`config.mk`:
```
export PLATFORM = sky130hd
export DESIGN_NAME = cir_image_ctrl_regs
export DESIGN_NICKNAME = d
export VERILOG_FILES = /design/src/hdl/cir_pkg.sv /design/src/hdl/cir_image_ctrl_regs.sv /design/src/hdl/cir_busy_timer.sv /design/src/hdl/cir_user_sets.sv
export SDC_FILE = /design/constraint.sdc
export NUM_CORES = 1
export LEC_CHECK = 0
export ABC_CLOCK_PERIOD_IN_PS = 3500
export BUFFER_PORTS_ARGS = -buffer_cell sky130_fd_sc_hd__buf_2
export CAP_MARGIN = 10
export CORE_MARGIN = 10
export CORE_UTILIZATION = 40
export CTS_CLUSTER_DIAMETER = 80
export DETAILED_ROUTE_END_ITERATION = 7
export PLACE_DENSITY = 0.69
export SLEW_MARGIN = 40
export SYNTH_ARGS = -nofsm -noshare
export SYNTH_HDL_FRONTEND = slang
export SYNTH_HIERARCHICAL = 1
export SYNTH_SLANG_ARGS = --single-unit
```
`constraint.sdc`:
```
create_clock -name clk -period 3.5 [get_ports clk]
set_input_delay 0.7 -clock clk [delete_from_list [all_inputs] [get_ports clk]]
set_output_delay 0.7 -clock clk [all_outputs]
set_load 0.02 [all_outputs]
```
`src/hdl/cir_pkg.sv`:
```
/*
  Constants and types shared by the camera image control register bank.
  Assumes a 200 MHz clock and a 32-bit APB register port.
*/
package cir_pkg;
  localparam int AW = 16;
  localparam int DW = 32;
  // Byte addresses of the registers
  localparam logic [AW-1:0] OFS_TRIG = 16'h062C;
  localparam logic [AW-1:0] OFS_SHUT = 16'h081C;
  localparam logic [AW-1:0] OFS_CTRL = 16'h1E80;
  localparam logic [AW-1:0] OFS_SHARE = 16'h1E84;
  localparam logic [AW-1:0] OFS_CEIL = 16'h1E8C;
  localparam logic [AW-1:0] OFS_ABS = 16'h1F00;
  localparam logic [AW-1:0] OFS_MEM = 16'h1F04;
  // Bit n counted from the MSB sits at vector index 31-n
  localparam int B_PRES = 31;
  localparam int B_TRIG = 31;
  localparam int B_RTP = 30;
  localparam int B_ABS = 30;
  localparam int B_OPUSH = 26;
  localparam int B_ONOFF = 25;
  localparam int B_AM = 24;
  localparam int VAL_W = 12;
  localparam int HI_W = 4;
  localparam int HI_LSB = 12;
  localparam int Q_W = 8;
  localparam int SH_W = 7;
  localparam int MODE_W = 4;
  localparam int CH_W = 2;
  localparam int MEM_CH_LSB = 0;
  localparam int MEM_LAST_LSB = 4;
  localparam int MEM_SAVE = 8;
  localparam int MEM_LOAD = 9;
  localparam int NUM_SETS = 3;
  localparam logic [SH_W-1:0] SHARE_ZERO_OLD = 7'h66;
  localparam logic [SH_W-1:0] SHARE_ZERO_NEW = 7'h72;
  localparam logic [SH_W-1:0] CEIL_RST = 7'h50;
  localparam logic [Q_W-1:0] QUAL_ZERO = 8'h3C;
  localparam logic [MODE_W-1:0] TRIG_MODE_KEEP = 4'h3;
  localparam logic [DW-1:0] RD_UNMAPPED = 32'h0000_0000;
  localparam int CLK_NS = 5;
  localparam int ONE_PUSH_NS = 1000;
  localparam int ONE_PUSH_CYC = (ONE_PUSH_NS + CLK_NS - 1) / CLK_NS;

  typedef struct packed {
    logic [AW-1:0] addr;
    logic [DW-1:0] wdata;
    logic write;
    logic sel;
    logic enable;
  } cir_apb_s;

  typedef struct packed {
    logic rtp;
    logic cmp_on;
    logic q_auto;
    logic [Q_W-1:0] quality;
    logic [SH_W-1:0] share;
    logic [SH_W-1:0] ceil;
    logic sh_abs;
    logic sh_on;
    logic sh_auto;
    logic [VAL_W-1:0] sh_value;
    logic [DW-1:0] abs_time;
  } cir_settings_s;

  localparam cir_settings_s FACTORY = '{rtp: 1'h0, cmp_on: 1'h1, q_auto: 1'h0,
    quality: 8'h00, share: 7'h00, ceil: CEIL_RST, sh_abs: 1'h0, sh_on: 1'h1,
    sh_auto: 1'h0, sh_value: 12'h100, abs_time: 32'h0000_0100};

  typedef enum logic [1:0] {SH_MANUAL, SH_MAN_ABS, SH_AUTO} cir_shut_e;
endpackage

```
`src/hdl/cir_image_ctrl_regs.sv`:
```
/*
  Camera image control register bank: compression, buffer share, quality
  ceiling, user sets, shutter and software trigger, on an APB slave port.
  Assumes a synchronous APB master on clk; the exposure engine, trigger
  logic and auto-exposure controller sit outside and use the ports below.
*/
// Decided for this implementation: the APB slave port.
`timescale 1ns/100ps
`default_nettype none
module cir_image_ctrl_regs
  import cir_pkg::*;
#(
  parameter bit NEW_SHARE_DEFAULT = 1'b0,
  parameter int PUSH_CYCLES = ONE_PUSH_CYC
) (
  // Clock and reset
  input wire logic clk,
  input wire logic srst,
  // APB slave
  input wire logic psel,
  input wire logic penable,
  input wire logic pwrite,
  input wire logic [AW-1:0] paddr,
  input wire logic [DW-1:0] pwdata,
  output logic [DW-1:0] prdata,
  output logic pready,
  output logic pslverr,
  // Compression
  output logic realtime_transport_enable,
  output logic compression_enable,
  output logic auto_quality_mode,
  output logic [Q_W-1:0] quality_code,
  output logic [SH_W-1:0] buffer_share_code,
  output logic [SH_W-1:0] quality_ceiling,
  input wire logic [Q_W-1:0] auto_quality_in,
  // Shutter
  input wire logic extended_shutter_mode,
  input wire logic ae_enable,
  input wire logic [VAL_W-1:0] ae_shutter_value,
  output logic [HI_W+VAL_W-1:0] shutter_raw,
  output logic one_push_active,
  // Trigger
  input wire logic [MODE_W-1:0] trigger_mode,
  input wire logic hw_trigger,
  input wire logic capture_done,
  output logic sw_trigger_pulse,
  output logic trigger_busy
);
  cir_apb_s apb;
  cir_settings_s cfg_reg;
  cir_settings_s cfg_next;
  cir_settings_s restore;
  cir_shut_e sh_state;
  logic [HI_W-1:0] sh_hi_reg;
  logic [HI_W-1:0] sh_hi_next;
  logic init_reg;
  logic pready_reg;
  logic pslverr_reg;
  logic [DW-1:0] prdata_reg;
  logic rtp_out_reg;
  logic cmp_out_reg;
  logic qa_out_reg;
  logic [Q_W-1:0] q_out_reg;
  logic [Q_W-1:0] q_next;
  logic [SH_W-1:0] share_out_reg;
  logic [SH_W-1:0] ceil_out_reg;
  logic [HI_W+VAL_W-1:0] shut_out_reg;
  logic [HI_W+VAL_W-1:0] shut_next;
  logic trig_reg;
  logic trig_next;
  logic sw_pulse_reg;
  logic [CH_W-1:0] last_ch;
  logic push_busy;
  logic push_done;

  // Bus decode
  assign apb = '{addr: paddr, wdata: pwdata, write: pwrite, sel: psel, enable: penable};
  logic hit_trig, hit_shut, hit_ctrl, hit_share, hit_ceil, hit_abs, hit_mem;
  logic mapped, acc_first, acc_done, wr, wr_ctrl, wr_shut, wr_abs, wr_mem;
  assign hit_trig = (apb.addr == OFS_TRIG);
  assign hit_shut = (apb.addr == OFS_SHUT);
  assign hit_ctrl = (apb.addr == OFS_CTRL);
  assign hit_share = (apb.addr == OFS_SHARE);
  assign hit_ceil = (apb.addr == OFS_CEIL);
  assign hit_abs = (apb.addr == OFS_ABS);
  assign hit_mem = (apb.addr == OFS_MEM);
  assign mapped = hit_trig | hit_shut | hit_ctrl | hit_share | hit_ceil | hit_abs | hit_mem;
  // One wait state keeps read data and pready straight from flip-flops
  assign acc_first = apb.sel & apb.enable & ~pready_reg;
  assign acc_done = apb.sel & apb.enable & pready_reg;
  assign wr = acc_done & apb.write & mapped;
  assign wr_ctrl = wr & hit_ctrl;
  assign wr_shut = wr & hit_shut;
  assign wr_abs = wr & hit_abs;
  assign wr_mem = wr & hit_mem;

  // User sets and reinitialisation
  logic mem_save, mem_load, load_now;
  logic [CH_W-1:0] mem_ch;
  assign mem_ch = apb.wdata[MEM_CH_LSB +: CH_W];
  assign mem_save = wr_mem & apb.wdata[MEM_SAVE];
  assign mem_load = wr_mem & apb.wdata[MEM_LOAD];
  assign load_now = init_reg | mem_load;

  cir_user_sets #(
    .NSETS(NUM_SETS)
  ) u_sets (
    .clk(clk),
    .srst(srst),
    .save(mem_save),
    .save_ch(mem_ch),
    .cur(cfg_reg),
    .last_ch(last_ch),
    .restore(restore)
  );

  // Shutter state
  assign sh_state = cfg_reg.sh_auto ? SH_AUTO : (cfg_reg.sh_abs ? SH_MAN_ABS : SH_MANUAL);

  logic push_start;
  assign push_start = wr_shut & apb.wdata[B_OPUSH] & cfg_reg.sh_on & ~cfg_reg.sh_auto;

  cir_busy_timer #(
    .CYCLES(PUSH_CYCLES)
  ) u_push (
    .clk(clk),
    .srst(srst),
    .start(push_start),
    .busy(push_busy),
    .done(push_done)
  );

  // Field write gating
  logic ctrl_open, q_open, sh_open, val_open, abs_open;
  assign ctrl_open = cfg_reg.cmp_on;
  assign q_open = cfg_reg.cmp_on & ~cfg_reg.q_auto;
  assign sh_open = cfg_reg.sh_on;
  assign val_open = sh_open & (sh_state == SH_MANUAL);
  assign abs_open = sh_open & (sh_state == SH_MAN_ABS);

  always_comb begin
    cfg_next = cfg_reg;
    if (load_now) begin
      cfg_next = restore;
    end else begin
      if (wr_ctrl) begin
        cfg_next.cmp_on = apb.wdata[B_ONOFF];
        if (ctrl_open) begin
          cfg_next.rtp = apb.wdata[B_RTP];
          cfg_next.q_auto = apb.wdata[B_AM];
        end
        if (q_open) cfg_next.quality = apb.wdata[Q_W-1:0];
      end
      if (wr & hit_share) cfg_next.share = apb.wdata[SH_W-1:0];
      if (wr & hit_ceil) cfg_next.ceil = apb.wdata[SH_W-1:0];
      if (wr_shut) begin
        cfg_next.sh_on = apb.wdata[B_ONOFF];
        if (sh_open) begin
          cfg_next.sh_abs = apb.wdata[B_ABS];
          cfg_next.sh_auto = apb.wdata[B_AM];
        end
        if (val_open) cfg_next.sh_value = apb.wdata[VAL_W-1:0];
      end
      if (wr_abs && abs_open) cfg_next.abs_time = apb.wdata;
      // One push result lands in the value field of a manual shutter
      if (push_done && sh_state == SH_MANUAL) cfg_next.sh_value = ae_shutter_value;
    end
  end

  // Upper shutter bits exist only in the extended mode
  always_comb begin
    sh_hi_next = sh_hi_reg;
    if (!extended_shutter_mode) sh_hi_next = '0;
    else if (wr_shut && val_open) sh_hi_next = apb.wdata[HI_LSB +: HI_W];
  end

  // Applied values
  logic [VAL_W-1:0] abs_raw;
  logic [Q_W-1:0] ceil_wide;
  // Conversion is one raw step per time unit; only the low 12 bits of the time are kept
  assign abs_raw = cfg_reg.abs_time[VAL_W-1:0];
  assign ceil_wide = Q_W'(cfg_reg.ceil);

  always_comb begin
    if (cfg_reg.q_auto) begin
      q_next = (auto_quality_in > ceil_wide) ? ceil_wide : auto_quality_in;
    end else begin
      q_next = (cfg_reg.quality == '0) ? QUAL_ZERO : cfg_reg.quality;
    end
  end

  always_comb begin
    case (sh_state)
      SH_MANUAL: shut_next = {sh_hi_reg, cfg_reg.sh_value};
      SH_MAN_ABS: shut_next = {sh_hi_reg, abs_raw};
      SH_AUTO: shut_next = ae_enable ? {sh_hi_reg, ae_shutter_value} : shut_out_reg;
      default: shut_next = shut_out_reg;
    endcase
  end

  // Trigger: a new trigger in the clearing cycle wins
  logic trig_set, trig_clr;
  assign trig_set = (wr & hit_trig & apb.wdata[B_TRIG]) | hw_trigger;
  assign trig_clr = (wr & hit_trig & ~apb.wdata[B_TRIG])
    | (capture_done & (trigger_mode != TRIG_MODE_KEEP));
  assign trig_next = trig_set | (trig_reg & ~trig_clr);

  // Read back
  logic [DW-1:0] rd_trig, rd_shut, rd_ctrl, rd_share, rd_ceil, rd_abs, rd_mem, rd_word;
  logic [VAL_W-1:0] val_view;
  assign val_view = (sh_state == SH_MAN_ABS) ? abs_raw : cfg_reg.sh_value;
  assign rd_trig = DW'(trig_reg) << B_TRIG;
  assign rd_shut = (DW'(1) << B_PRES) | (DW'(cfg_reg.sh_abs) << B_ABS)
    | (DW'(push_busy) << B_OPUSH) | (DW'(cfg_reg.sh_on) << B_ONOFF)
    | (DW'(cfg_reg.sh_auto) << B_AM) | (DW'(sh_hi_reg) << HI_LSB) | DW'(val_view);
  assign rd_ctrl = (DW'(1) << B_PRES) | (DW'(cfg_reg.rtp) << B_RTP)
    | (DW'(cfg_reg.cmp_on) << B_ONOFF) | (DW'(cfg_reg.q_auto) << B_AM)
    | DW'(cfg_reg.quality);
  assign rd_share = (DW'(1) << B_PRES) | DW'(cfg_reg.share);
  assign rd_ceil = (DW'(1) << B_PRES) | DW'(cfg_reg.ceil);
  // Outside manual-absolute the register shows the applied time
  assign rd_abs = (sh_state == SH_MAN_ABS) ? cfg_reg.abs_time
    : DW'(shut_out_reg[VAL_W-1:0]);
  assign rd_mem = DW'(last_ch) << MEM_LAST_LSB;
  assign rd_word = hit_trig ? rd_trig : hit_shut ? rd_shut : hit_ctrl ? rd_ctrl
    : hit_share ? rd_share : hit_ceil ? rd_ceil : hit_abs ? rd_abs
    : hit_mem ? rd_mem : RD_UNMAPPED;

  // Bus registers
  always_ff @(posedge clk) begin
    if (srst) begin
      pready_reg <= 1'h0;
      pslverr_reg <= 1'h0;
      prdata_reg <= '0;
    end else begin
      pready_reg <= acc_first;
      pslverr_reg <= acc_first & ~mapped;
      if (acc_first && !apb.write) prdata_reg <= rd_word;
    end
  end

  // Settings registers; the first cycle after reset loads the factory set
  always_ff @(posedge clk) begin
    if (srst) begin
      init_reg <= 1'h1;
      cfg_reg <= FACTORY;
      sh_hi_reg <= '0;
      trig_reg <= 1'h0;
      sw_pulse_reg <= 1'h0;
    end else begin
      init_reg <= 1'h0;
      cfg_reg <= cfg_next;
      sh_hi_reg <= sh_hi_next;
      trig_reg <= trig_next;
      sw_pulse_reg <= wr & hit_trig & apb.wdata[B_TRIG];
    end
  end

  // Output registers
  always_ff @(posedge clk) begin
    if (srst) begin
      rtp_out_reg <= 1'h0;
      cmp_out_reg <= 1'h0;
      qa_out_reg <= 1'h0;
      q_out_reg <= QUAL_ZERO;
      share_out_reg <= NEW_SHARE_DEFAULT ? SHARE_ZERO_NEW : SHARE_ZERO_OLD;
      ceil_out_reg <= CEIL_RST;
      shut_out_reg <= '0;
    end else begin
      rtp_out_reg <= cfg_reg.rtp;
      cmp_out_reg <= cfg_reg.cmp_on;
      qa_out_reg <= cfg_reg.q_auto;
      q_out_reg <= q_next;
      share_out_reg <= (cfg_reg.share != '0) ? cfg_reg.share
        : (NEW_SHARE_DEFAULT ? SHARE_ZERO_NEW : SHARE_ZERO_OLD);
      ceil_out_reg <= cfg_reg.ceil;
      shut_out_reg <= shut_next;
    end
  end

  assign prdata = prdata_reg;
  assign pready = pready_reg;
  assign pslverr = pslverr_reg;
  assign realtime_transport_enable = rtp_out_reg;
  assign compression_enable = cmp_out_reg;
  assign auto_quality_mode = qa_out_reg;
  assign quality_code = q_out_reg;
  assign buffer_share_code = share_out_reg;
  assign quality_ceiling = ceil_out_reg;
  assign shutter_raw = shut_out_reg;
  assign one_push_active = push_busy;
  assign sw_trigger_pulse = sw_pulse_reg;
  assign trigger_busy = trig_reg;
endmodule
`default_nettype wire

```
`src/hdl/cir_busy_timer.sv`:
```
/*
  Busy interval of fixed length, started by a one-cycle pulse.
  A start while busy is ignored.
*/
`timescale 1ns/100ps
`default_nettype none
module cir_busy_timer #(
  parameter int CYCLES = 200
) (
  // Clock and reset
  input wire logic clk,
  input wire logic srst,
  // Control
  input wire logic start,
  output logic busy,
  output logic done
);
  localparam int CW = $clog2(CYCLES + 1);
  localparam logic [CW-1:0] LOAD = CW'(CYCLES);
  localparam logic [CW-1:0] ONE = CW'(1);
  logic [CW-1:0] cnt_reg;
  logic [CW-1:0] cnt_next;
  logic busy_reg;

  // Busy is registered so that it may drive a top-level output directly
  assign busy = busy_reg;
  assign done = (cnt_reg == ONE);
  assign cnt_next = start && !busy ? LOAD : (busy ? cnt_reg - ONE : cnt_reg);

  always_ff @(posedge clk) begin
    if (srst) begin
      cnt_reg <= '0;
      busy_reg <= 1'h0;
    end else begin
      cnt_reg <= cnt_next;
      busy_reg <= (cnt_next != '0);
    end
  end
endmodule
`default_nettype wire

```
`src/hdl/cir_user_sets.sv`:
```
/*
  Saved user sets: set 0 is the fixed factory set, the rest are writable.
  The restore output always shows the set saved last.
*/
`timescale 1ns/100ps
`default_nettype none
module cir_user_sets
  import cir_pkg::*;
#(
  parameter int NSETS = NUM_SETS
) (
  // Clock and reset
  input wire logic clk,
  input wire logic srst,
  // Save request
  input wire logic save,
  input wire logic [CH_W-1:0] save_ch,
  input wire cir_settings_s cur,
  // Restore side
  output logic [CH_W-1:0] last_ch,
  output cir_settings_s restore
);
  localparam logic [CH_W-1:0] CH_FACT = '0;
  cir_settings_s sets_reg [NSETS];
  logic [CH_W-1:0] last_reg;
  logic ch_ok;

  assign ch_ok = (int'(save_ch) < NSETS);
  assign last_ch = last_reg;
  assign restore = (last_reg == CH_FACT) ? FACTORY : sets_reg[last_reg];

  always_ff @(posedge clk) begin
    if (srst) begin
      last_reg <= CH_FACT;
    end else if (save && ch_ok) begin
      last_reg <= save_ch;
    end
  end

  // Entry 0 never changes, so the factory set can always be restored
  always_ff @(posedge clk) begin
    sets_reg[0] <= FACTORY;
    for (int i = 1; i < NSETS; i++) begin
      if (srst) sets_reg[i] <= FACTORY;
      else if (save && int'(save_ch) == i) sets_reg[i] <= cur;
    end
  end
endmodule
`default_nettype wire

```
After elaboration in Yosys (flattened, before gate mapping)
Memory sizes are Yosys's and may differ from the RTL's. A register that Yosys moved wholly into a read port is not among the register bits.
Cells that the tools add are included.
{"block": "classes", "n_reduce_logical": 33, "magnitude_cmp": 2, "eq_ne": 14, "muxes": 44, "add_sub_neg": 1, "bitwise_logic": 53}
{"cell": "$mux 72", "count": 4}
{"cell": "$mux 32", "count": 8}
{"cell": "$eq 16x13->1 const B", "count": 5}
{"cell": "$or 32x25->32", "count": 2}
{"cell": "$or 32x26->32", "count": 2}
{"cell": "$mux 8", "count": 6}
{"cell": "$pmux 16 s3", "count": 1}
{"cell": "$mux 12", "count": 3}
{"cell": "$or 32x12->32", "count": 1}
{"cell": "$or 32x16->32", "count": 1}
{"cell": "$or 32x27->32", "count": 1}
{"cell": "$or 32x8->32", "count": 1}
{"cell": "$and 1x1->1", "count": 25}
{"cell": "$eq 16x11->1 const B", "count": 1}
{"cell": "$eq 16x12->1 const B", "count": 1}
{"cell": "$mux 16", "count": 1}
{"cell": "$reduce_bool 2->1", "count": 8}
{"cell": "$mux 15", "count": 1}
{"cell": "$mux 7", "count": 2}
{"cell": "$mux 1", "count": 13}
{"cell": "$or 1x1->1", "count": 12}
{"cell": "$mux 11", "count": 1}
{"cell": "$reduce_and 2->1", "count": 5}
{"cell": "$reduce_bool 3->1", "count": 3}
{"cell": "18 further kinds", "count": 39}
{"block": "word_totals", "elab_cells": 176, "output_inout_bits": 78, "regBits": 165, "ram_bits": 216, "n_memories": 1, "in_bits": 81}
{"memory": "u_sets.sets_reg", "words": 3, "width": 72, "read_ports": 1, "rd_ports_with_merged_regs": 1, "wr": 3, "line": "cir_user_sets.sv:24", "rtl": "cir_settings_s sets_reg [NSETS];"}

Longest topological paths before layout
Gate-level depths: netlist of run 1.
{"block": "logic_depth", "word_depth": 15, "ltp_mapped": 11, "ltp_nobuf": 9}

By module
Netlist of run 1, hierarchy kept.
{"mod": "cir_image_ctrl_regs", "area_per_inst_um2": 7508.5, "instances": 1, "cells_each": 851}
{"mod": "cir_user_sets", "area_per_inst_um2": 6934.2, "instances": 1, "cells_each": 585}
{"mod": "cir_busy_timer", "area_per_inst_um2": 585.6, "instances": 1, "cells_each": 67}

Worst setup path before layout of run 1
OpenSTA, ideal clock, no wires.
{"block": "synth_path", "path_kind": "in2reg", "start": "input paddr[6]", "end": "memory u_sets/sets_reg[1][0] (netlist name), enable pin", "cell_stages": 5, "slack_ns": -0.164, "t_arrival_ns": 3.235, "setup_ns": 0.429, "cell_sequence": "nor4b_4 nand3b_2 nor2_1 and4_1 a21o_1"}
{"item": "start: declaration", "line": "cir_image_ctrl_regs.sv:23", "rtl": "input wire logic [AW-1:0] paddr,"}
{"item": "end: declaration", "line": "cir_user_sets.sv:24"}

Final worst setup path of run 1
{"block": "layout_path", "start": "register u_push.cnt_reg[3]", "end": "register cfg_reg[35] (netlist name)"}
{"block": "layout_via", "elab_chain_cells": 4, "word_cells_on_any_way": 7, "classes_between": "eq/ne: 1; mux: 2; reduce/logical: 4"}
{"item": "start: declaration", "line": "cir_busy_timer.sv:21", "rtl": "logic [CW-1:0] cnt_reg;"}
{"item": "start signal: assignment", "line": "cir_busy_timer.sv:35", "rtl": "cnt_reg <= cnt_next;"}
{"item": "$eq 8x1->1 *", "line": "cir_busy_timer.sv:27", "rtl": "assign done = (cnt_reg == ONE);"}
{"item": "via push_done", "line": "cir_image_ctrl_regs.sv:74", "rtl": "logic push_done;"}
{"item": "$logic_and 1x1->1 *", "line": "cir_image_ctrl_regs.sv:166", "rtl": "if (push_done && sh_state == SH_MANUAL) cfg_next.sh_value = ae_shutter_value;"}
{"item": "$reduce_bool 3->1 (no source line) or $mux 12 (tied branches)"}
{"item": "$reduce_and 2->1 (no source line) or $mux 72 (tied branches)"}
{"item": "end signal: assignment", "line": "cir_image_ctrl_regs.sv:252", "rtl": "cfg_reg <= cfg_next;"}
{"item": "end: declaration", "line": "cir_image_ctrl_regs.sv:50", "rtl": "cir_settings_s cfg_reg;"}
Mark *: on every way through the listed nets, which the timed path passes. The rest lies on a longest branch.
A chain may end at the register's enable or synchronous reset.

==> flow_summary_export.csv, run 1 <==
group,metric,value,unit
sta,relSlewSlack,42.86,%
sta,post-route-min-period,2.644,ns
cells_and_area,area_growth,15.75,%
die,start_util,40.76,%
sta,setup_viol,0,
synthesis,synth_adder_area_share,0.7493,%
pwr,net-switching-power,2021,µW
cts,clockBufferDepth,3,
synthesis,synth_seq_area_share,51.02,%
cells_and_area,drive_gt1_share,18.13,%
cts,cts_setup_buffers,0,
global_routing,grt_pass1_vias,12470,
critical_path,crit_family,"simple AND/OR/NAND/NOR gates",
synthesis,synth_edf_count,144,
cells_and_area,final_common_cell,"dfxtp_1",
routing,postRouteAntennaNets,0,
critical_path,worst-path-buf-inv,1,
global_routing,grt_pass1_wl,73290,µm
synthesis,yosys.area.top_type_share,28.77,%
critical_path,critPathMaxFanout,23,
critical_path,arrival,3.15,ns
place,port_buffers,158,
cells_and_area,largest_reg_flops,144,
routing,wl_per_cell,22.53,µm
critical_path,cpMaxStageDelayCell,"or4_1",
pwr,p_leak,0.006542,µW
sta,hold_viol,0,
cts,cts_tree,"done",
cells_and_area,layoutNonFillerInstCount,2132,
sta,rsz0062_at_grt,"no",
cts,clk_pin_slew,0.06,ns
critical_path,rrSetupSlack,0.86,ns
critical_path,r2r_cells,6,
global_routing,antenna_found_initial,4,
sta,fin_ws,0.8560,ns
cells_and_area,multiInputGateArea,0.006678,mm²
place,place_ws,0.3851,ns
synthesis,synthCells,1503,
synthesis,synthTopCellsByArea,"edfxtp_1, dfxtp_1, mux2i_1",
sta,fin_setup_tns,0,ns
pwr,p_clk_share,42.6,%
global_routing,grt_start_max_net_pins,93,
synthesis,yosys.area_share.simple,22.90,%
cells_and_area,regArea,0.007675,mm²
synthesis,ys_types,82,
cells_and_area,fin_nets,1693,
place,hpwl,31600,µm
place,dp_cells,2073,
sta,final.period_utilization,75.54,%
critical_path,crit-reg2reg-launch,"u_push/cnt_reg[3]$_SDFF_PP0_",
sta,skew,0.01806,ns
global_routing,grt_overflow,0,
pwr,power_frac_comb,8.4,%
synthesis,ys.flop_type,"dfxtp_1",
synthesis,synth_top_area_cell,"edfxtp_1",
die,die_y,213.8,µm
critical_path,crit_end,"cfg_reg[35]$_SDFFE_PP0P_",
synthesis,ys_warn_count,6,
place,gp_congestion,0.9676,
routing,drt_wl_total,48030,µm
synthesis,syn_avg_cell_area,9.999,µm²
cts,hold_buffers,0,
critical_path,reg2reg_to,"cfg_reg[35]$_SDFFE_PP0P_",
cells_and_area,final_cell_mix,"dfxtp_1, buf_2, nand2_1",
synthesis,synth-xor-area-share,0.1166,%
die,die_width,213.8,µm
cts,clkLatencyLatePin,0.57,ns
routing,vias,12510,
synthesis,syn_nets,1593,
cells_and_area,nFillCells,3422,
pwr,power.density,475.2,mW/mm²
critical_path,critPathLaunchType,"flop",
cts,cts-htree-levels,1,
worst_hold_path,min_from,"hw_trigger",
pwr,vdd_drop_max,0.4014,mV
synthesis,synth_top_family_by_area,"simple AND/OR/NAND/NOR gates",
synthesis,async_flop_share,0,%
critical_path,crit_chain,"or4_1 > nor4b_1 > nand2_1 > buf_4 > a2111oi_0 > a31o_2",
synthesis,synth_mux_area_share,6.194,%
routing,drt-initial-drc-count,1149,
critical_path,crit_type,"flop to flop",
job,cap_viol_max_count,0,
critical_path,path_depth,6,
die,core_area,0.03687,mm²
routing,avgViaCountPerCell,5.866,
critical_path,worst_ep_required_time,4.00,ns
cts,root_buffer,"clkbuf_16",
synthesis,synth_compound_area_share,14.06,%
synthesis,syn_area,0.01503,mm²
die,num_io_pins,159,
cts,cts_buffers,31,
cts,post_cts_resized,0,
cts,cts.sinks,311,
pwr,sequentialPowerShare,49.0,%
sta,clock.fmax,378.2,MHz
routing,drc,0,
critical_path,critPathLaunch,"u_push/cnt_reg[3]$_SDFF_PP0_",
sta,worstMarginPinSlew,0.8570,ns
routing,first_pass_iters,7,
status,status,"finished, final reports clean",
die,die_area,0.04572,mm²
worst_hold_path,min_path_type,"input port to flop",
pwr,switching_share,24.45,%
die,num_rows,70,
critical_path,worstSetupEndpointType,"flop",
pwr,p_int,6244,µW
synthesis,synth_seq_cells,311,
sta,drv_slew,0,
global_routing,grt.total_usage,20.42,%
critical_path,slowest_delay,0.60,ns
## layer usage
metal | vias to the layer above | global-route usage, % | part of all wire (%)
li1 | 5734 | - | -
met4 | 4 | 9.240 | 4.3
met3 | 131 | 3.212 | 7.6
met2 | 550 | 32.71 | 46
met1 | 6087 | 26.69 | 42
met5 | - | 0 | 0.056
## Yosys cell counts, types with 5 or more instances
master / n
a2111oi_0: 9
a211oi_1: 84
a21oi_1: 108
a221oi_1: 5
a22oi_1: 7
a311oi_1: 5
a31o_1: 5
a31o_2: 7
and3_1: 133
buf_1: 7
buf_2: 35
buf_4: 5
buf_6: 10
clkbuf_1: 69
clkbuf_2: 7
dfxtp_1: 167
edfxtp_1: 144
ha_1: 9
inv_1: 16
mux2i_1: 93
nand2_1: 156
nand2b_1: 10
nand3_1: 24
nand3b_1: 80
nor2_1: 105
nor2b_1: 36
nor3_1: 16
o211ai_1: 11
o21ai_0: 39
o31ai_1: 6
or2_2: 6
or3_1: 6
## worst min path at each step
stage | endpoint | slack (ns) | cells after the start
finish | trigger_busy$_SDFF_PP0_ | 0.35 | 3
global route | trigger_busy$_SDFF_PP0_ | 0.39 | 3
CTS | trigger_busy$_SDFF_PP0_ | 0.36 | 3
detailed placement | prdata[19]$_SDFFE_PP0P_ | 0.44 | 2
global placement | prdata[25]$_SDFFE_PP0P_ | 0.44 | 2
floorplan | shutter_raw[12]$_SDFFE_PP0P_ | 0.45 | 2
## power groups by stage
stage	clock [µW]	combinational [µW]	sequential [µW]
2_1_floorplan	0	403	4110
4_1_cts	3530	690	4050
3_5_place_dp	0	686	4120
5_1_grt	3670	754	4070
6_report	3520	698	4050
3_3_place_gp	0	673	4120
## worst register-to-register path, cell delays in order, from the launching register on
cell and delay [ns]:
dfxtp_1 0.39, or4_1 0.60, nor4b_1 0.60, nand2_1 0.10, buf_4 0.25, a2111oi_0 0.49, a31o_2 0.17
## cell families (layout without fill, tap and decap cells)
logic type	Yosys count	count (layout)
and+or+nand+nor	618	618
AOI/OAI and AO/OA	319	319
DFF	311	311
buffers and inverters	151	275
muxes	93	93
adders and majority gates	9	9
xor gates and xnor gates	2	2
other	0	1
## layout make-up
class,count,share of cell area [%]
repair buffers,202,7.394
diodes,1,0.01439
inverters,16,0.3452
clock buffers,33,4.560
well taps,504,3.625
flip-flops and latches,311,44.12
clock inverters,24,1.554
multi-input cells,1041,38.39
## stage by stage
step | hold slack (ns) | power [µW] | util, % | area, µm²
5_1_grt | 0.3912 | 8494 | 47.18 | 17400
2_1_floorplan | 0.4491 | 4511 | - | 15030
3_5_place_dp | 0.4413 | 4810 | 44.23 | 16310
4_1_cts | 0.3552 | 8266 | 47.12 | 17370
3_3_place_gp | 0.4386 | 4790 | 44.18 | 16290
6_report | 0.3507 | 8266 | 47.18 | 17400
Note: power is estimated with default switching activity, not from simulation.
==> run 2: changes to the inputs <==
--- a/config.mk
+++ b/config.mk
@@ -5,7 +5,7 @@
 export SDC_FILE = /design/constraint.sdc
 export NUM_CORES = 1
 export LEC_CHECK = 0
-export ABC_CLOCK_PERIOD_IN_PS = 3500
+export ABC_CLOCK_PERIOD_IN_PS = 2250
 export BUFFER_PORTS_ARGS = -buffer_cell sky130_fd_sc_hd__buf_2
 export CAP_MARGIN = 10
 export CORE_MARGIN = 10
==> constraint.sdc (replaced) <==
create_clock -name clk -period 2.25 [get_ports clk]
set_input_delay 0.45 -clock clk [delete_from_list [all_inputs] [get_ports clk]]
set_output_delay 0.45 -clock clk [all_outputs]
set_load 0.02 [all_outputs]
==> flow_summary_export.csv, run 2 (synthesis results as in run 1) <==
group,metric,value,unit
cts,clockBufferDepth,3,
die,num_rows,70,
pwr,net-switching-power,3218,µW
die,die_y,213.8,µm
sta,setup_viol,0,
die,die_area,0.04572,mm²
sta,drv_slew,0,
cts,clk_pin_slew,0.06,ns
worst_hold_path,whs_path_depth,3,
cts,clkLatencyLatePin,0.54,ns
critical_path,rrSetupSlack,0.1,ns
routing,wl_per_cell,21.96,µm
routing,dr_wl_met3,3312,µm
cts,cts.sinks,311,
critical_path,critPathLaunchType,"flop",
sta,fin_ws,0.09808,ns
routing,wl_met1,19590,µm
global_routing,grt_pass1_vias,12430,
die,start_util,40.76,%
die,num_io_pins,159,
cells_and_area,final_util,49.12,%
worst_hold_path,min_path_type,"input port to flop",
sta,fin_hold_ws,0.1624,ns
pwr,p_leak,0.006943,µW
cts,root_buffer,"clkbuf_16",
routing,drt_wl_total,48360,µm
sta,hold_viol,0,
critical_path,r2r_cells,7,
global_routing,grt_start_max_net_pins,81,
critical_path,crit-reg2reg-launch,"u_push/cnt_reg[6]$_SDFF_PP0_",
sta,relSlewSlack,47.32,%
worst_hold_path,min_from,"hw_trigger",
cells_and_area,final_cell_mix,"dfxtp_1, buf_2, nand2_1",
cells_and_area,drive_gt1_share,21.74,%
critical_path,critPathLaunch,"u_push/cnt_reg[6]$_SDFF_PP0_",
status,status,"finished, final reports clean",
routing,drt-initial-drc-count,1415,
cells_and_area,nFillCells,3321,
pwr,sequentialPowerShare,47.3,%
routing,avgViaCountPerCell,5.758,
sta,post-route-min-period,2.152,ns
critical_path,crit_type,"flop to flop",
pwr,switching_share,24.32,%
cts,cts_setup_buffers,0,
sta,skew,0.03141,ns
place,place_ws,-0.3089,ns
routing,first_pass_iters,5,
sta,clock.fmax,464.7,MHz
critical_path,crit_end,"cfg_reg[37]$_SDFFE_PP0P_",
sta,rsz0062_at_grt,"no",
critical_path,critPathMaxFanout,11,
cells_and_area,fin_nets,1761,
pwr,p_int,10010,µW
cells_and_area,area_growth,20.52,%
cts,cts_buffers,35,
cells_and_area,final_common_cell,"dfxtp_1",
sta,worstMarginPinSlew,0.7874,ns
die,die_width,213.8,µm
place,gp_congestion,0.9458,
routing,vias,12680,
routing,wl_met2,23820,µm
cells_and_area,largest_reg_flops,144,
sta,final.period_utilization,95.64,%
pwr,power_frac_comb,9.4,%
routing,highest_layer,"met4",
cts,cts-htree-levels,2,
routing,drc,0,
routing,postRouteAntennaNets,0,
die,core_area,0.03687,mm²
global_routing,grt.total_usage,20.61,%
place,port_buffers,158,
pwr,vdd_drop_max,0.4610,mV
job,cap_viol_max_count,0,
cts,cts_tree,"done",
pwr,p_clk_share,43.3,%
critical_path,worst_ep_required_time,2.72,ns
pwr,power.density,730.6,mW/mm²
cts,hold_buffers,0,
critical_path,arrival,2.62,ns
critical_path,worstSetupEndpointType,"flop",
global_routing,grt_pass1_wl,73310,µm
critical_path,reg2reg_to,"cfg_reg[37]$_SDFFE_PP0P_",
place,hpwl,32850,µm
global_routing,grt_overflow,0,
sta,fin_setup_tns,0,ns
global_routing,antenna_found_initial,1,
cts,post_cts_resized,0,
[run 2: through the flow]
step	power, µW	area (µm²)	instances
finish	13230	18110	2202
global route	13640	18110	2201
CTS	13260	18090	2201
detailed placement	7597	16950	2138
global placement	7560	16950	2138
floorplan	7023	15100	1503
[run 2: routing by layer]
metal,track usage [%],vias to the layer above
met1,25.81,6185
met3,2.891,105
met2,35.09,529
li1,-,5861
met5,0,-
met4,8.335,0
[run 2: worst min-delay path by stage]
stage / to
2_1_floorplan: shutter_raw[12]$_SDFFE_PP0P_
3_3_place_gp: prdata[17]$_SDFFE_PP0P_
3_5_place_dp: prdata[19]$_SDFFE_PP0P_
4_1_cts: trigger_busy$_SDFF_PP0_
5_1_grt: trigger_busy$_SDFF_PP0_
6_report: trigger_busy$_SDFF_PP0_
[run 2: worst max-delay path: stages (launching register included)]
cell       delay [ns]
dfxtp_1          0.33
or4_1            0.57
nor4b_2          0.25
buf_4            0.16
nand2_1          0.06
buf_4            0.19
a2111oi_0        0.39
a31o_2           0.16
[run 2: area by class of cell]
type                    instances  area (µm²)  share of cell area [%]
diodes                          1       2.502                 0.01382
clock buffers                  51       998.5                   5.513
clock inverters                12       141.4                  0.7806
inverters                      16       60.06                  0.3316
multi-input cells            1041        6753                   37.28
flip-flops and latches        311        7672                   42.36
well taps                     504       630.6                   3.482
repair buffers                266        1854                   10.24
[run 2: power by group through the flow]
| stage | sequential, µW | clock (µW) | combinational, µW |
|---|---|---|---|
| after global routing | 6280 | 6030 | 1330 |
| final | 6260 | 5730 | 1240 |
| after detailed placement | 6380 | 0 | 1220 |
| after global placement | 6370 | 0 | 1190 |
| after floorplan | 6390 | 0 | 634 |
| after CTS | 6260 | 5780 | 1230 |
==> run 3: changes to the inputs <==
--- a/config.mk
+++ b/config.mk
@@ -5,14 +5,14 @@
 export SDC_FILE = /design/constraint.sdc
 export NUM_CORES = 1
 export LEC_CHECK = 0
-export ABC_CLOCK_PERIOD_IN_PS = 2250
+export ABC_CLOCK_PERIOD_IN_PS = 2570
 export BUFFER_PORTS_ARGS = -buffer_cell sky130_fd_sc_hd__buf_2
 export CAP_MARGIN = 10
 export CORE_MARGIN = 10
 export CORE_UTILIZATION = 40
 export CTS_CLUSTER_DIAMETER = 80
 export DETAILED_ROUTE_END_ITERATION = 7
-export PLACE_DENSITY = 0.69
+export PLACE_DENSITY = 0.67
 export SLEW_MARGIN = 40
 export SYNTH_ARGS = -nofsm -noshare
 export SYNTH_HDL_FRONTEND = slang
==> constraint.sdc (replaced) <==
create_clock -name clk -period 2.57 [get_ports clk]
set_input_delay 0.514 -clock clk [delete_from_list [all_inputs] [get_ports clk]]
set_output_delay 0.514 -clock clk [all_outputs]
set_load 0.02 [all_outputs]
==> flow_summary_export.csv, run 3 (synthesis results as in run 1) <==
group,metric,value,unit
cells_and_area,drive_gt1_share,21.24,%
routing,postRouteAntennaNets,0,
cts,hold_buffers,0,
global_routing,grt_start_max_net_pins,81,
die,core_area,0.03687,mm²
die,start_util,40.76,%
sta,relSlewSlack,43.84,%
cells_and_area,final_cell_mix,"dfxtp_1, buf_2, nand2_1",
critical_path,r2r_cells,7,
cts,clkLatencyLatePin,0.58,ns
cts,clockBufferDepth,3,
routing,first_pass_iters,5,
cts,clk_pin_slew,0.07,ns
sta,hold_viol,0,
pwr,vdd_drop_max,0.5058,mV
critical_path,arrival,2.90,ns
die,num_rows,70,
worst_hold_path,min_from,"hw_trigger",
global_routing,grt_pass1_wl,73720,µm
critical_path,critPathMaxFanout,15,
sta,drv_slew,0,
critical_path,crit_family,"simple AND/OR/NAND/NOR gates",
worst_hold_path,min_path_type,"input port to flop",
critical_path,crit_type,"flop to flop",
routing,avgViaCountPerCell,5.759,
cts,root_buffer,"clkbuf_16",
cells_and_area,layoutNonFillerInstCount,2187,
job,cap_viol_max_count,0,
pwr,p_leak,0.006844,µW
place,dp_cells,2127,
cells_and_area,largest_reg_flops,144,
global_routing,antenna_found_initial,3,
critical_path,crit-reg2reg-launch,"u_push/cnt_reg[5]$_SDFF_PP0_",
cts,cts-htree-levels,1,
worst_hold_path,whs_path_depth,3,
routing,wl_per_cell,22.32,µm
place,port_buffers,158,
routing,drc,0,
cts,cts_tree,"done",
cells_and_area,fin_nets,1746,
place,gp_congestion,0.9219,
die,die_area,0.04572,mm²
global_routing,grt_overflow,0,
critical_path,cpMaxStageDelayCell,"or4_1",
sta,clock.fmax,423.1,MHz
routing,vias,12590,
critical_path,worst_ep_required_time,3.10,ns
die,num_io_pins,159,
critical_path,worst-path-buf-inv,2,
cts,cts.sinks,311,
routing,drt-initial-drc-count,1471,
sta,final.period_utilization,91.96,%
die,die_width,213.8,µm
cells_and_area,final_common_cell,"dfxtp_1",
critical_path,critPathLaunchType,"flop",
die,die_y,213.8,µm
pwr,power.density,634.1,mW/mm²
sta,fin_hold_ws,0.1381,ns
global_routing,grt.total_usage,20.72,%
status,status,"finished, final reports clean",
critical_path,critPathMostFrequentCell,"buf_4",
sta,rsz0062_at_grt,"no",
critical_path,slowest_delay,0.53,ns
sta,setup_viol,0,
critical_path,path_depth,7,
critical_path,critPathLaunch,"u_push/cnt_reg[5]$_SDFF_PP0_",
global_routing,grt_pass1_vias,12250,
routing,drt_wl_total,48800,µm
cts,cts_buffers,31,
place,hpwl,33180,µm
sta,worstMarginPinSlew,0.8393,ns
sta,skew,0.01320,ns
critical_path,worstSetupEndpointType,"flop",
critical_path,crit_chain,"or4_1 > nor4b_1 > buf_4 > nand2_1 > buf_4 > a2111oi_0 > a31o_2",
cells_and_area,area_growth,19.12,%
sta,post-route-min-period,2.363,ns
cts,cts_setup_buffers,0,
run 3: cell count changes in the layout (fill, tap and decap cells not counted), sizes merged:
cell,change
clkbuf,-8
clkinvlp,+2
clkinv,-1
inv,+2
buf,-11
diode,+1
run 3: layer usage:
metal	part of all wire (%)	GRT usage (%)	up-vias
li1	-	-	5836
met1	41	27.03	6086
met2	47	34.29	557
met3	7.9	2.716	113
met4	3.5	7.993	2
met5	0.041	0	-
run 3: final cells by class:
cell class | count | area [µm²]
repair buffers | 255 | 1759
well taps | 504 | 630.6
multi-input cells | 1041 | 6684
inverters | 16 | 60.06
clock buffers | 43 | 922.1
fillers | 3368 | 18970
flip-flops and latches | 311 | 7672
diodes | 2 | 5.005
clock inverters | 15 | 168.9
run 3: metrics by stage:
step	setup slack (ns)	power, µW	utilization, %	area [µm²]	setup TNS [ns]
6_report	0.2066	11350	48.55	17900	0
5_1_grt	0.02032	11680	48.54	17900	0
4_1_cts	0.2182	11370	48.53	17900	0
3_5_place_dp	-0.1027	6618	45.58	16800	-0.1416
3_3_place_gp	-0.1536	6589	45.57	16800	-0.1745
2_1_floorplan	-0.2881	6143	-	15030	-41.48
run 3: tightest hold or removal path, stage by stage:
cell and delay (ns):
buf_2 0.07, a21oi_1 0.03, nor2_1 0.07
run 3: report_power, final:
group,leakage [µW],internal [µW],switching (µW)
Combinational,0.00349,390,636
Sequential,0.00282,5340,163
Clock,0.000535,2810,2010
run 3: repair_timing:
| action | in CTS | in global routing |
|---|---|---|
| setup endpoints to repair | 0 | 1 |
| gates resized for setup | 0 | 1 |
| hold endpoints to repair | 0 | 0 |
run 3: worst paths after layout:
kind	endpoint	slack [ns]
max	cfg_reg[34]$_SDFFE_PP0P_	0.21
max reg2reg	cfg_reg[34]$_SDFFE_PP0P_	0.21
min	trigger_busy$_SDFF_PP0_	0.14
min reg2reg	prdata[29]$_SDFFE_PP0P_	0.45
